[src/sbcwd_pkg.sv]
// Function
// - Select bit decides reset pull on soft reset
// - Force bit drives fail output if configured
// - Failure holds fail output until flag cleared
// - Restart clears force bit, releases fail output
// - Charge pump enable bit switches pump output
// - Count select picks first or second failure
// - Locks keep protected bits across soft reset
// - Restart keeps select, pump, count bits only
// - Reserved bits always read zero
// - Stop disable bit, hardware may modify it
// - Type bit picks time-out or window watchdog
// - Bus wake start bit starts long window
// - Watchdog byte power-on and restart values
// - Locked bits ignore writes
package sbcwd_pkg;
   localparam logic [6:0] ADDR_HW_CTRL0 = 7'h02;
   localparam logic [6:0] ADDR_WATCHDOG_CONTROL = 7'h03;
   localparam int HW_RST_SEL_BIT = 6;
   localparam int HW_FO_FORCE_BIT = 5;
   localparam int HW_CHARGE_PUMP_ENABLE_BIT = 2;
   localparam int HW_FAIL_CNT_BIT = 0;
   localparam logic [7:0] HW_WRITE_MASK = 8'h65;
   localparam logic [7:0] HW_RESTART_KEEP = 8'h45;
   localparam logic [7:0] HW_POR_VALUE = 8'h00;
   localparam int WD_PARITY_BIT = 7;
   localparam int WD_STOP_DIS_BIT = 6;
   localparam int WD_WINDOW_BIT = 5;
   localparam int WD_BUS_WAKE_BIT = 4;
   localparam logic [7:0] WD_WRITE_MASK = 8'hf7;
   localparam logic [7:0] WD_POR_VALUE = 8'h14;
   localparam logic [7:0] WD_RESTART_KEEP = 8'hb0;
   localparam logic [7:0] WD_RESTART_LOW = 8'h04;
   localparam int SPI_WRITE_BIT = 7;
endpackage : sbcwd_pkg

[src/sbcwd_bus_if.sv]
`timescale 1ns/1ns
// Decoded register access between front end and bank
interface sbcwd_bus_if;
   logic wr_hw;
   logic wr_wd;
   logic [7:0] wdata;
   modport dec (output wr_hw, output wr_wd, output wdata);
   modport bank (input wr_hw, input wr_wd, input wdata);
endinterface : sbcwd_bus_if

[src/sbcwd_decode.sv]
`timescale 1ns/1ns
// Turns one register command into write strobes
module sbcwd_decode (
   input wire logic cmd_valid_i,
   input wire logic [7:0] cmd_i,
   input wire logic [7:0] cmd_wdata_i,
   sbcwd_bus_if.dec bus
);
   logic is_write;
   // Bit seven of the command marks a write
   assign is_write = cmd_valid_i && cmd_i[sbcwd_pkg::SPI_WRITE_BIT];
   assign bus.wr_hw = is_write && (cmd_i[6:0] == sbcwd_pkg::ADDR_HW_CTRL0);
   assign bus.wr_wd = is_write && (cmd_i[6:0] == sbcwd_pkg::ADDR_WATCHDOG_CONTROL);
   assign bus.wdata = cmd_wdata_i;
endmodule : sbcwd_decode

[src/sbcwd_regs.sv]
`timescale 1ns/1ns
// Hardware control and watchdog control bytes of the register bank
module sbcwd_regs (
   input wire logic clk_i,
   input wire logic sys_rst_i,
   input wire logic cmd_valid_i,
   input wire logic [7:0] cmd_i,
   input wire logic [7:0] cmd_wdata_i,
   input wire logic soft_reset_i,
   input wire logic restart_entry_i,
   input wire logic cfg_lock0_i,
   input wire logic cfg_lock1_i,
   input wire logic fo_configured_i,
   input wire logic failure_flag_i,
   input wire logic hw_stop_dis_set_i,
   input wire logic hw_stop_dis_clr_i,
   input wire logic hw_period_wr_i,
   input wire logic [2:0] hw_period_i,
   output logic [7:0] rdata_o,
   output logic rst_out_low_o,
   output logic fail_output_o,
   output logic charge_pump_enable_o,
   output logic wd_fail_count_select_o,
   output logic wd_stop_disable_lo_o,
   output logic wd_window_select_o,
   output logic wd_start_on_bus_wake_o,
   output logic [2:0] wd_period_select_o
);
   logic [7:0] hw_q;
   logic [7:0] hw_d;
   logic [7:0] wd_q;
   logic [7:0] wd_d;
   logic [7:0] rdata_q;
   logic [7:0] rdata_d;
   logic fo_q;
   logic fo_d;
   logic rstl_q;
   logic rstl_d;
   logic [7:0] hw_lockm;
   logic [7:0] hw_wmask;
   sbcwd_bus_if bus ();

   sbcwd_decode u_dec (
      .cmd_valid_i(cmd_valid_i),
      .cmd_i(cmd_i),
      .cmd_wdata_i(cmd_wdata_i),
      .bus(bus)
   );

   // Mask of bits currently frozen by a lock
   always_comb begin
      hw_lockm = 8'h00;
      hw_lockm[sbcwd_pkg::HW_RST_SEL_BIT] = cfg_lock1_i;
      hw_lockm[sbcwd_pkg::HW_CHARGE_PUMP_ENABLE_BIT] = cfg_lock0_i;
      hw_wmask = sbcwd_pkg::HW_WRITE_MASK & ~hw_lockm;
   end

   // Hardware control next value; restart outranks soft reset and writes
   always_comb begin
      hw_d = hw_q;
      if (restart_entry_i) begin
         hw_d = hw_q & sbcwd_pkg::HW_RESTART_KEEP;
      end else if (soft_reset_i) begin
         hw_d = (hw_q & hw_lockm) | (sbcwd_pkg::HW_POR_VALUE & ~hw_lockm);
      end else if (bus.wr_hw) begin
         hw_d = (hw_q & ~hw_wmask) | (bus.wdata & hw_wmask);
      end
   end

   // Watchdog control next value; hardware updates win over a write
   always_comb begin
      wd_d = wd_q;
      if (soft_reset_i) begin
         wd_d = sbcwd_pkg::WD_POR_VALUE;
      end else if (restart_entry_i) begin
         wd_d = (wd_q & sbcwd_pkg::WD_RESTART_KEEP) | sbcwd_pkg::WD_RESTART_LOW;
      end else begin
         if (bus.wr_wd) begin
            // Parity is software's job, stored as written
            wd_d = bus.wdata & sbcwd_pkg::WD_WRITE_MASK;
         end
         if (hw_stop_dis_set_i) begin
            wd_d[sbcwd_pkg::WD_STOP_DIS_BIT] = 1'b1;
         end else if (hw_stop_dis_clr_i) begin
            wd_d[sbcwd_pkg::WD_STOP_DIS_BIT] = 1'b0;
         end
         if (hw_period_wr_i) begin
            wd_d[2:0] = hw_period_i;
         end
      end
   end

   // Fail output: software force or latched failure, held while flag stands
   always_comb begin
      fo_d = failure_flag_i;
      if (hw_d[sbcwd_pkg::HW_FO_FORCE_BIT] && fo_configured_i) begin
         fo_d = 1'b1;
      end
   end

   // Reset pin pulled low on soft reset unless select bit says otherwise
   always_comb begin
      rstl_d = soft_reset_i && !hw_q[sbcwd_pkg::HW_RST_SEL_BIT];
   end

   // Read data mux; unmapped addresses return zero
   always_comb begin
      rdata_d = 8'h00;
      if (cmd_i[6:0] == sbcwd_pkg::ADDR_HW_CTRL0) begin
         rdata_d = hw_d;
      end else if (cmd_i[6:0] == sbcwd_pkg::ADDR_WATCHDOG_CONTROL) begin
         rdata_d = wd_d;
      end
   end

   // Hardware control byte; power-on value, locks not yet set
   always_ff @(posedge clk_i) begin
      if (sys_rst_i) begin
         hw_q <= sbcwd_pkg::HW_POR_VALUE;
      end else begin
         hw_q <= hw_d;
      end
   end

   // Watchdog control byte; power-on value carries valid parity
   always_ff @(posedge clk_i) begin
      if (sys_rst_i) begin
         wd_q <= sbcwd_pkg::WD_POR_VALUE;
      end else begin
         wd_q <= wd_d;
      end
   end

   // Fail output flop; registered so the pin never glitches
   always_ff @(posedge clk_i) begin
      if (sys_rst_i) begin
         fo_q <= 1'b0;
      end else begin
         fo_q <= fo_d;
      end
   end

   // Reset pull flop; one cycle behind the soft reset pulse
   always_ff @(posedge clk_i) begin
      if (sys_rst_i) begin
         rstl_q <= 1'b0;
      end else begin
         rstl_q <= rstl_d;
      end
   end

   // Read data flop; shows the byte as it will stand after this cycle
   always_ff @(posedge clk_i) begin
      if (sys_rst_i) begin
         rdata_q <= 8'h00;
      end else begin
         rdata_q <= rdata_d;
      end
   end

   // Outputs straight from the state flops
   assign rdata_o = rdata_q;
   assign rst_out_low_o = rstl_q;
   assign fail_output_o = fo_q;
   assign charge_pump_enable_o = hw_q[sbcwd_pkg::HW_CHARGE_PUMP_ENABLE_BIT];
   assign wd_fail_count_select_o = hw_q[sbcwd_pkg::HW_FAIL_CNT_BIT];
   assign wd_stop_disable_lo_o = wd_q[sbcwd_pkg::WD_STOP_DIS_BIT];
   assign wd_window_select_o = wd_q[sbcwd_pkg::WD_WINDOW_BIT];
   assign wd_start_on_bus_wake_o = wd_q[sbcwd_pkg::WD_BUS_WAKE_BIT];
   assign wd_period_select_o = wd_q[2:0];
endmodule : sbcwd_regs

[config.mk]
export PLATFORM = sky130hd
export DESIGN_NAME = sbcwd_regs
export DESIGN_NICKNAME = d
export VERILOG_FILES = /design/src/sbcwd_pkg.sv /design/src/sbcwd_bus_if.sv /design/src/sbcwd_decode.sv /design/src/sbcwd_regs.sv
export SDC_FILE = /design/constraint.sdc
export NUM_CORES = 1
export LEC_CHECK = 0
export BUFFER_PORTS_ARGS = -buffer_cell sky130_fd_sc_hd__buf_4
export CORE_ASPECT_RATIO = 1.4
export CORE_MARGIN = 3
export CORE_UTILIZATION = 35
export DETAILED_ROUTE_END_ITERATION = 8
export SLEW_MARGIN = 20
export SYNTH_ARGS = -nofsm -noshare
export SYNTH_HDL_FRONTEND = slang
export SYNTH_SLANG_ARGS = --single-unit
export TNS_END_PERCENT = 10
[constraint.sdc]
create_clock -name clk_i -period 4.58 [get_ports clk_i]
set_input_delay 0.687 -clock clk_i [delete_from_list [all_inputs] [get_ports clk_i]]
set_output_delay 0.687 -clock clk_i [all_outputs]
set_load 0.005 [all_outputs]
Yosys cells after proc, flatten, opt, wreduce, memory -nomap -nowiden --
Index checks and enable logic that the tools add are counted. W data, S select, Z words.
Cells by class: equal/unequal tests 2, mux-type cells 12, bitwise operators 6, reduce and logical (&&, ||, !) cells 6
Operators by type and width (number):
- $mux W8 | 8
- $and A8 B7 Y8 | 2
- $eq A7 B2 Y1 const B | 2
- $and A8 B8 Y8 | 1
- $not A7 Y8 | 1
- $or A8 B8 Y8 | 1
- $not A7 Y7 | 1
- $logic_and A1 B1 Y1 | 5
- $mux W1 | 3
- $mux W3 | 1
- $logic_not A1 Y1 | 1
Word-level totals: bits in registers 26, input port bits 31, output and inout bits 18, word-level logic and storage cells 31

Depth between registers and ports, before layout --
depth after elaboration 9, mapped depth 6

Hierarchy --
Synthesis repeated with hierarchy kept, for this count alone.
Second synthesis, totals: cells, all modules 118, area total of the unflattened synthesis 1193.6 um^2
Modules (own cells, without submodules):
- sbcwd_regs | instances 1, cells an instance 105, area an instance 1098.6 um^2, sequential area each 520.5 um^2
- sbcwd_decode | instances 1, cells an instance 13, area an instance 95.1 um^2, sequential area each 0.0 um^2

Least setup slack after synthesis --
OpenSTA, ideal clock, no wires.
path type input to register, start point in cmd_i[3], end point reg fo_q, in the netlist fail_output_o, library setup time 59 ps, arrival time 2110 ps, required time 4521 ps, slack 2411 ps, stages 5, path buffers 1, cell sequence or4_4 buf_6 or4_4 a21oi_2 a22o_1
On the way: word-level cells in the longest chain between the ends 7
RTL lines:
- start: declaration | RTL line sbcwd_regs.sv:7 | input wire logic [7:0] cmd_i,
- $eq A7 B2 Y1 | RTL line sbcwd_decode.sv:12 | assign bus.wr_hw = is_write && (cmd_i[6:0] == sbcwd_pkg::ADDR_HW_CTRL0);
- $logic_and A1 B1 Y1 | RTL line sbcwd_decode.sv:12
- $mux W8 | RTL line sbcwd_regs.sv:65 | end else if (bus.wr_hw) begin
- $mux W8 | RTL line sbcwd_regs.sv:63 | end else if (soft_reset_i) begin
- $mux W8 | RTL line sbcwd_regs.sv:61 | if (restart_entry_i) begin
- $logic_and A1 B1 Y1 | RTL line sbcwd_regs.sv:96 | if (hw_d[sbcwd_pkg::HW_FO_FORCE_BIT] && fo_configured_i) begin
- $mux W1 | RTL line sbcwd_regs.sv:96
- end signal: assignment | RTL line sbcwd_regs.sv:139 | fo_q <= fo_d;
- end: declaration | RTL line sbcwd_regs.sv:35 | logic fo_q;
Every way passes these cells. A chain may end at the register's enable or synchronous reset.

Final worst setup path --
start point in cmd_i[3], end point reg rdata_q[6], in the netlist rdata_o[6]
On the way: word-level cells in the longest chain between the ends 9, elaborated cells between the ends (all ways) 14
RTL lines:
- $eq A7 B2 Y1 | RTL line sbcwd_decode.sv:13, sbcwd_regs.sv:111
- $logic_and A1 B1 Y1 | RTL line sbcwd_decode.sv:13 | assign bus.wr_wd = is_write && (cmd_i[6:0] == sbcwd_pkg::ADDR_WATCHDOG_CONTROL);
- $mux W8 | RTL line sbcwd_regs.sv:78 | if (bus.wr_wd) begin
- $mux W1 | RTL line sbcwd_regs.sv:84 | end else if (hw_stop_dis_clr_i) begin
- $mux W1 | RTL line sbcwd_regs.sv:82 | if (hw_stop_dis_set_i) begin
- $mux W8 | RTL line sbcwd_regs.sv:75 | end else if (restart_entry_i) begin
- $mux W8 | RTL line sbcwd_regs.sv:73 | if (soft_reset_i) begin
- $mux W8 | RTL line sbcwd_regs.sv:111 | end else if (cmd_i[6:0] == sbcwd_pkg::ADDR_WATCHDOG_CONTROL) begin
- $mux W8 (*) | RTL line sbcwd_regs.sv:109 | if (cmd_i[6:0] == sbcwd_pkg::ADDR_HW_CTRL0) begin
- end signal: assignment | RTL line sbcwd_regs.sv:157 | rdata_q <= rdata_d;
- end: declaration | RTL line sbcwd_regs.sv:33 | logic [7:0] rdata_q;
Every way passes the cells marked *; elsewhere a longest branch is shown, timed or not.

==> summary.txt <==
Clocking
  • CTS max path bufs: 2
  • PostCTS Resize Cnt: 0
  • CTS sink cnt: 26
  • H-Tree Depth: 1
  • Post-CTS setup buffer count: 0
  • TritonCTS buffer count: 3
  • Clock Latency Late Sink: 0.26 ns
  • Root Driver: clkbuf_8
  • CTS tree: yes
  • Clock Pin Slew Worst Setup and Hold Paths: 0.08 ns
  • CTS Hold Bufs: 0

Floorplanning
  • Die W: 56.38 um
  • Row cnt: 25
  • Die area: 0.004315 mm^2
  • Initial Utilization: 36.48%
  • Die height: 76.53 um
  • Total core area: 0.003410 mm^2
  • Ports: 49

Global routing
  • Total grt overflow: 0
  • First-pass GRT wire length: 5.561 mm
  • Number of global-route vias before repair: 1183
  • Largest net degree at the start of global routing: 14
  • Gr usage total: 16.08%
  • Initial antenna violation count: 0

Pwr
  • Power per cell area: 250.6 mW/mm^2
  • Int Pwr: 313.2 uW
  • Combinational power share: 13.4%
  • Power Total: 407.9 uW
  • Switching Share: 23.23%
  • Leak: 0.0006543 uW
  • Peak supply drop: 0.0001172 V
  • Switch Pwr: 94.77 uW
  • Seq pwr share: 55.9%
  • Clock power share: 30.7%

Critical path
  • Worst path slowest cell: nor4_2
  • CP peak stage delay: 0.78 ns
  • Reg2reg start: wd_q[6]$_SDFF_PP0_
  • CP Launch Type: primary input
  • CP endpoint kind: flip-flop
  • CP Cell Sequence: buf_4, nor4_2, a311oi_1, o311ai_0, o21ai_0
  • Worst Setup SP: cmd_i[3]
  • CP required: 4.71 ns
  • WS Path Type: primary input to flip-flop
  • Crit-path max FO: 9
  • Crit path arrival time: 2.48 ns

Min path
  • Worst Hold Launch: wd_q[3]$_SDFF_PP0_
  • Hold WC Path Type: flip-flop to flip-flop

Timing
  • RSZ-0062 raised after global routing: no
  • Final critical-path share of the clock period: 51.26%
  • Setup tns final: 0 ns
  • Max-slew violations: 0
  • Post-route minimum period: 2.348 ns
  • Final setup vio count: 0
  • Worst setup margin: 2.232 ns
  • Clock Skews: 0.001423 ns
  • Worst-margin pin slew: 0.8846 ns
  • Maximum clock rate: 426.0 MHz
  • Slew HR: 40.53%
  • Fin. Hold Viols: 0

Yosys
  • Synthesis-stage register bit count: 26
  • Post-Synthesis Cells: 137
  • Seq/Total Area, Yosys: 41.85%
  • Number of unique standard cell types used by synthesis: 43
  • Mapped Nets: 168
  • Synthesized area: 0.001244 mm^2
  • Avg Inst Size Synth: 9.078 um^2
  • Post-synth EDFFs: 0
  • Asr flop ratio synth: 0%
  • Top FF cell, synth: dfxtp_1
  • Ys Warns: 0

Placement
  • Routability cong.: 0.8279
  • Pre-CTS WS: 1.923 ns
  • Detailed Place HPWL: 2.698 mm
  • Port Buffers: 47

Detailed routing
  • DRC viols: 0
  • Via density: 5.611
  • DR vias: 1212
  • Antenna viol nets, final: 0
  • Drt first pass iters: 4
  • First-iteration detailed-routing DRC count: 20
  • Total Wirelength: 3.435 mm
  • Wire per inst: 15.90 um

Cells and area
  • Final nets: 209
  • Layout cells sized above 1: 32.39%
  • Layout area overhead: 30.89%
  • Antenna cell count: 0

Run status
  • Status: finished, final reports clean

Job
  • Max_cap viols: 0
## metrics by stage
stage	cell area [um^2]	instances	hold slack (ns)	util (%)
2_1_floorplan	1244	137	0.4077	-
6_report	1628	216	0.4415	47.74
4_1_cts	1628	216	0.4427	47.74
3_5_place_dp	1587	213	0.4285	46.53
3_3_place_gp	1587	213	0.4187	46.53
5_1_grt	1628	216	0.4687	47.74
## cells in the mapped netlist, types with 2 or more instances
master    instances  area [um^2]
mux2i_1           6        60.06
buf_4             3        22.52
a41oi_1           2        17.52
o21ai_0           2        10.01
nor3_1            6        30.03
a311oi_1          2        17.52
and2_1            8        50.05
and3b_1           2        17.52
nor3b_1           2        15.01
or4_4             2        22.52
dfxtp_1          26        520.5
nand2_1           6        22.52
nor4_1            3        18.77
or3_1             2        12.51
nand3_1           3        15.01
nor2b_1           3        18.77
nand3b_1          3        22.52
clkbuf_1          7        26.28
inv_1             5        18.77
a21oi_1           4        20.02
nand4_1           3        18.77
nand2b_1          2        12.51
or4b_2            2        20.02
a211oi_1          3        22.52
o31ai_1           3        22.52
nor2_1            9        33.78
and3_1            2        12.51
## per-layer routing
| layer | vias to the layer above | wire length (um) | GRT usage, % | share of wire, % |
|---|---|---|---|---|
| li1 | 586 | - | - | - |
| met4 | 0 | 35 | 5.463 | 1.0 |
| met5 | - | 0 | 0 | 0 |
| met2 | 32 | 1871 | 29.86 | 54 |
| met3 | 4 | 146 | 2.712 | 4.3 |
| met1 | 590 | 1381 | 17.98 | 40 |
## critical path, delay by kind of cell
| family | cells | cell delay [ns] |
|---|---|---|
| and+or+nand+nor | 1 | 0.78 |
| buffers and inverters | 1 | 0.12 |
| AOI/OAI and AO/OA | 3 | 0.89 |
## logic make-up (layout without fill, tap and decap cells)
| group | Yosys count | after routing | synth area share, % |
|---|---|---|---|
| AO/OA/AOI/OAI | 30 | 30 | 18.41 |
| flip-flops | 26 | 26 | 41.85 |
| multiplexers | 6 | 6 | 4.829 |
| AND/OR/NAND/NOR | 59 | 59 | 28.57 |
| buffers and inverters | 16 | 55 | 6.338 |
## cells in the final DEF (no fill, tap or decap), types with 2 or more instances in the layout
cell,instances
or3_1,2
a211oi_1,3
nand4_1,3
or4_4,2
nor3_1,6
nor3b_1,2
and3_1,2
nor2b_1,3
buf_4,47
dfxtp_1,26
nand2_1,6
mux2i_1,6
clkbuf_8,3
o21ai_0,2
and3b_1,2
nor2_1,9
or4b_2,2
nor4_1,3
a21oi_1,4
o31ai_1,3
and2_1,8
a311oi_1,2
nand2b_1,2
nand3_1,3
inv_1,5
nand3b_1,3
a41oi_1,2
## power groups by stage
stage | logic [uW] | registers, uW | clock network, uW
after floorplan | 23.4 | 234 | 0
after global placement | 53.2 | 234 | 0
after detailed placement | 54.3 | 234 | 0
after CTS | 54.4 | 228 | 129
after global routing | 59.4 | 229 | 136
final | 54.5 | 228 | 125
## sequential cells by signal, indices dropped and copies added, names as in the netlist
name / cells
rst_out_low_o: 1
hw_q: 8
rdata_o: 8
fail_output_o: 1
wd_q: 8
## layout make-up
type                    instances  area, um^2
flip-flops and latches         26       520.5
clock buffers                   3       41.29
multi-input cells              95       644.4
fillers                       345        1782
well taps                      40       50.05
repair buffers                 47       352.8
inverters                       5       18.77
## path summary, 6_finish.rpt
| check | slack [ns] | to | cells past startpoint |
|---|---|---|---|
| max | 2.23 | rdata_o[6]$_SDFF_PP0_ | 5 |
| min | 0.44 | wd_q[3]$_SDFF_PP0_ | 2 |
| max reg2reg | 3.38 | rdata_o[6]$_SDFF_PP0_ | 4 |
| min reg2reg | 0.44 | wd_q[3]$_SDFF_PP0_ | 2 |
Power figures use the tool's default switching activity.
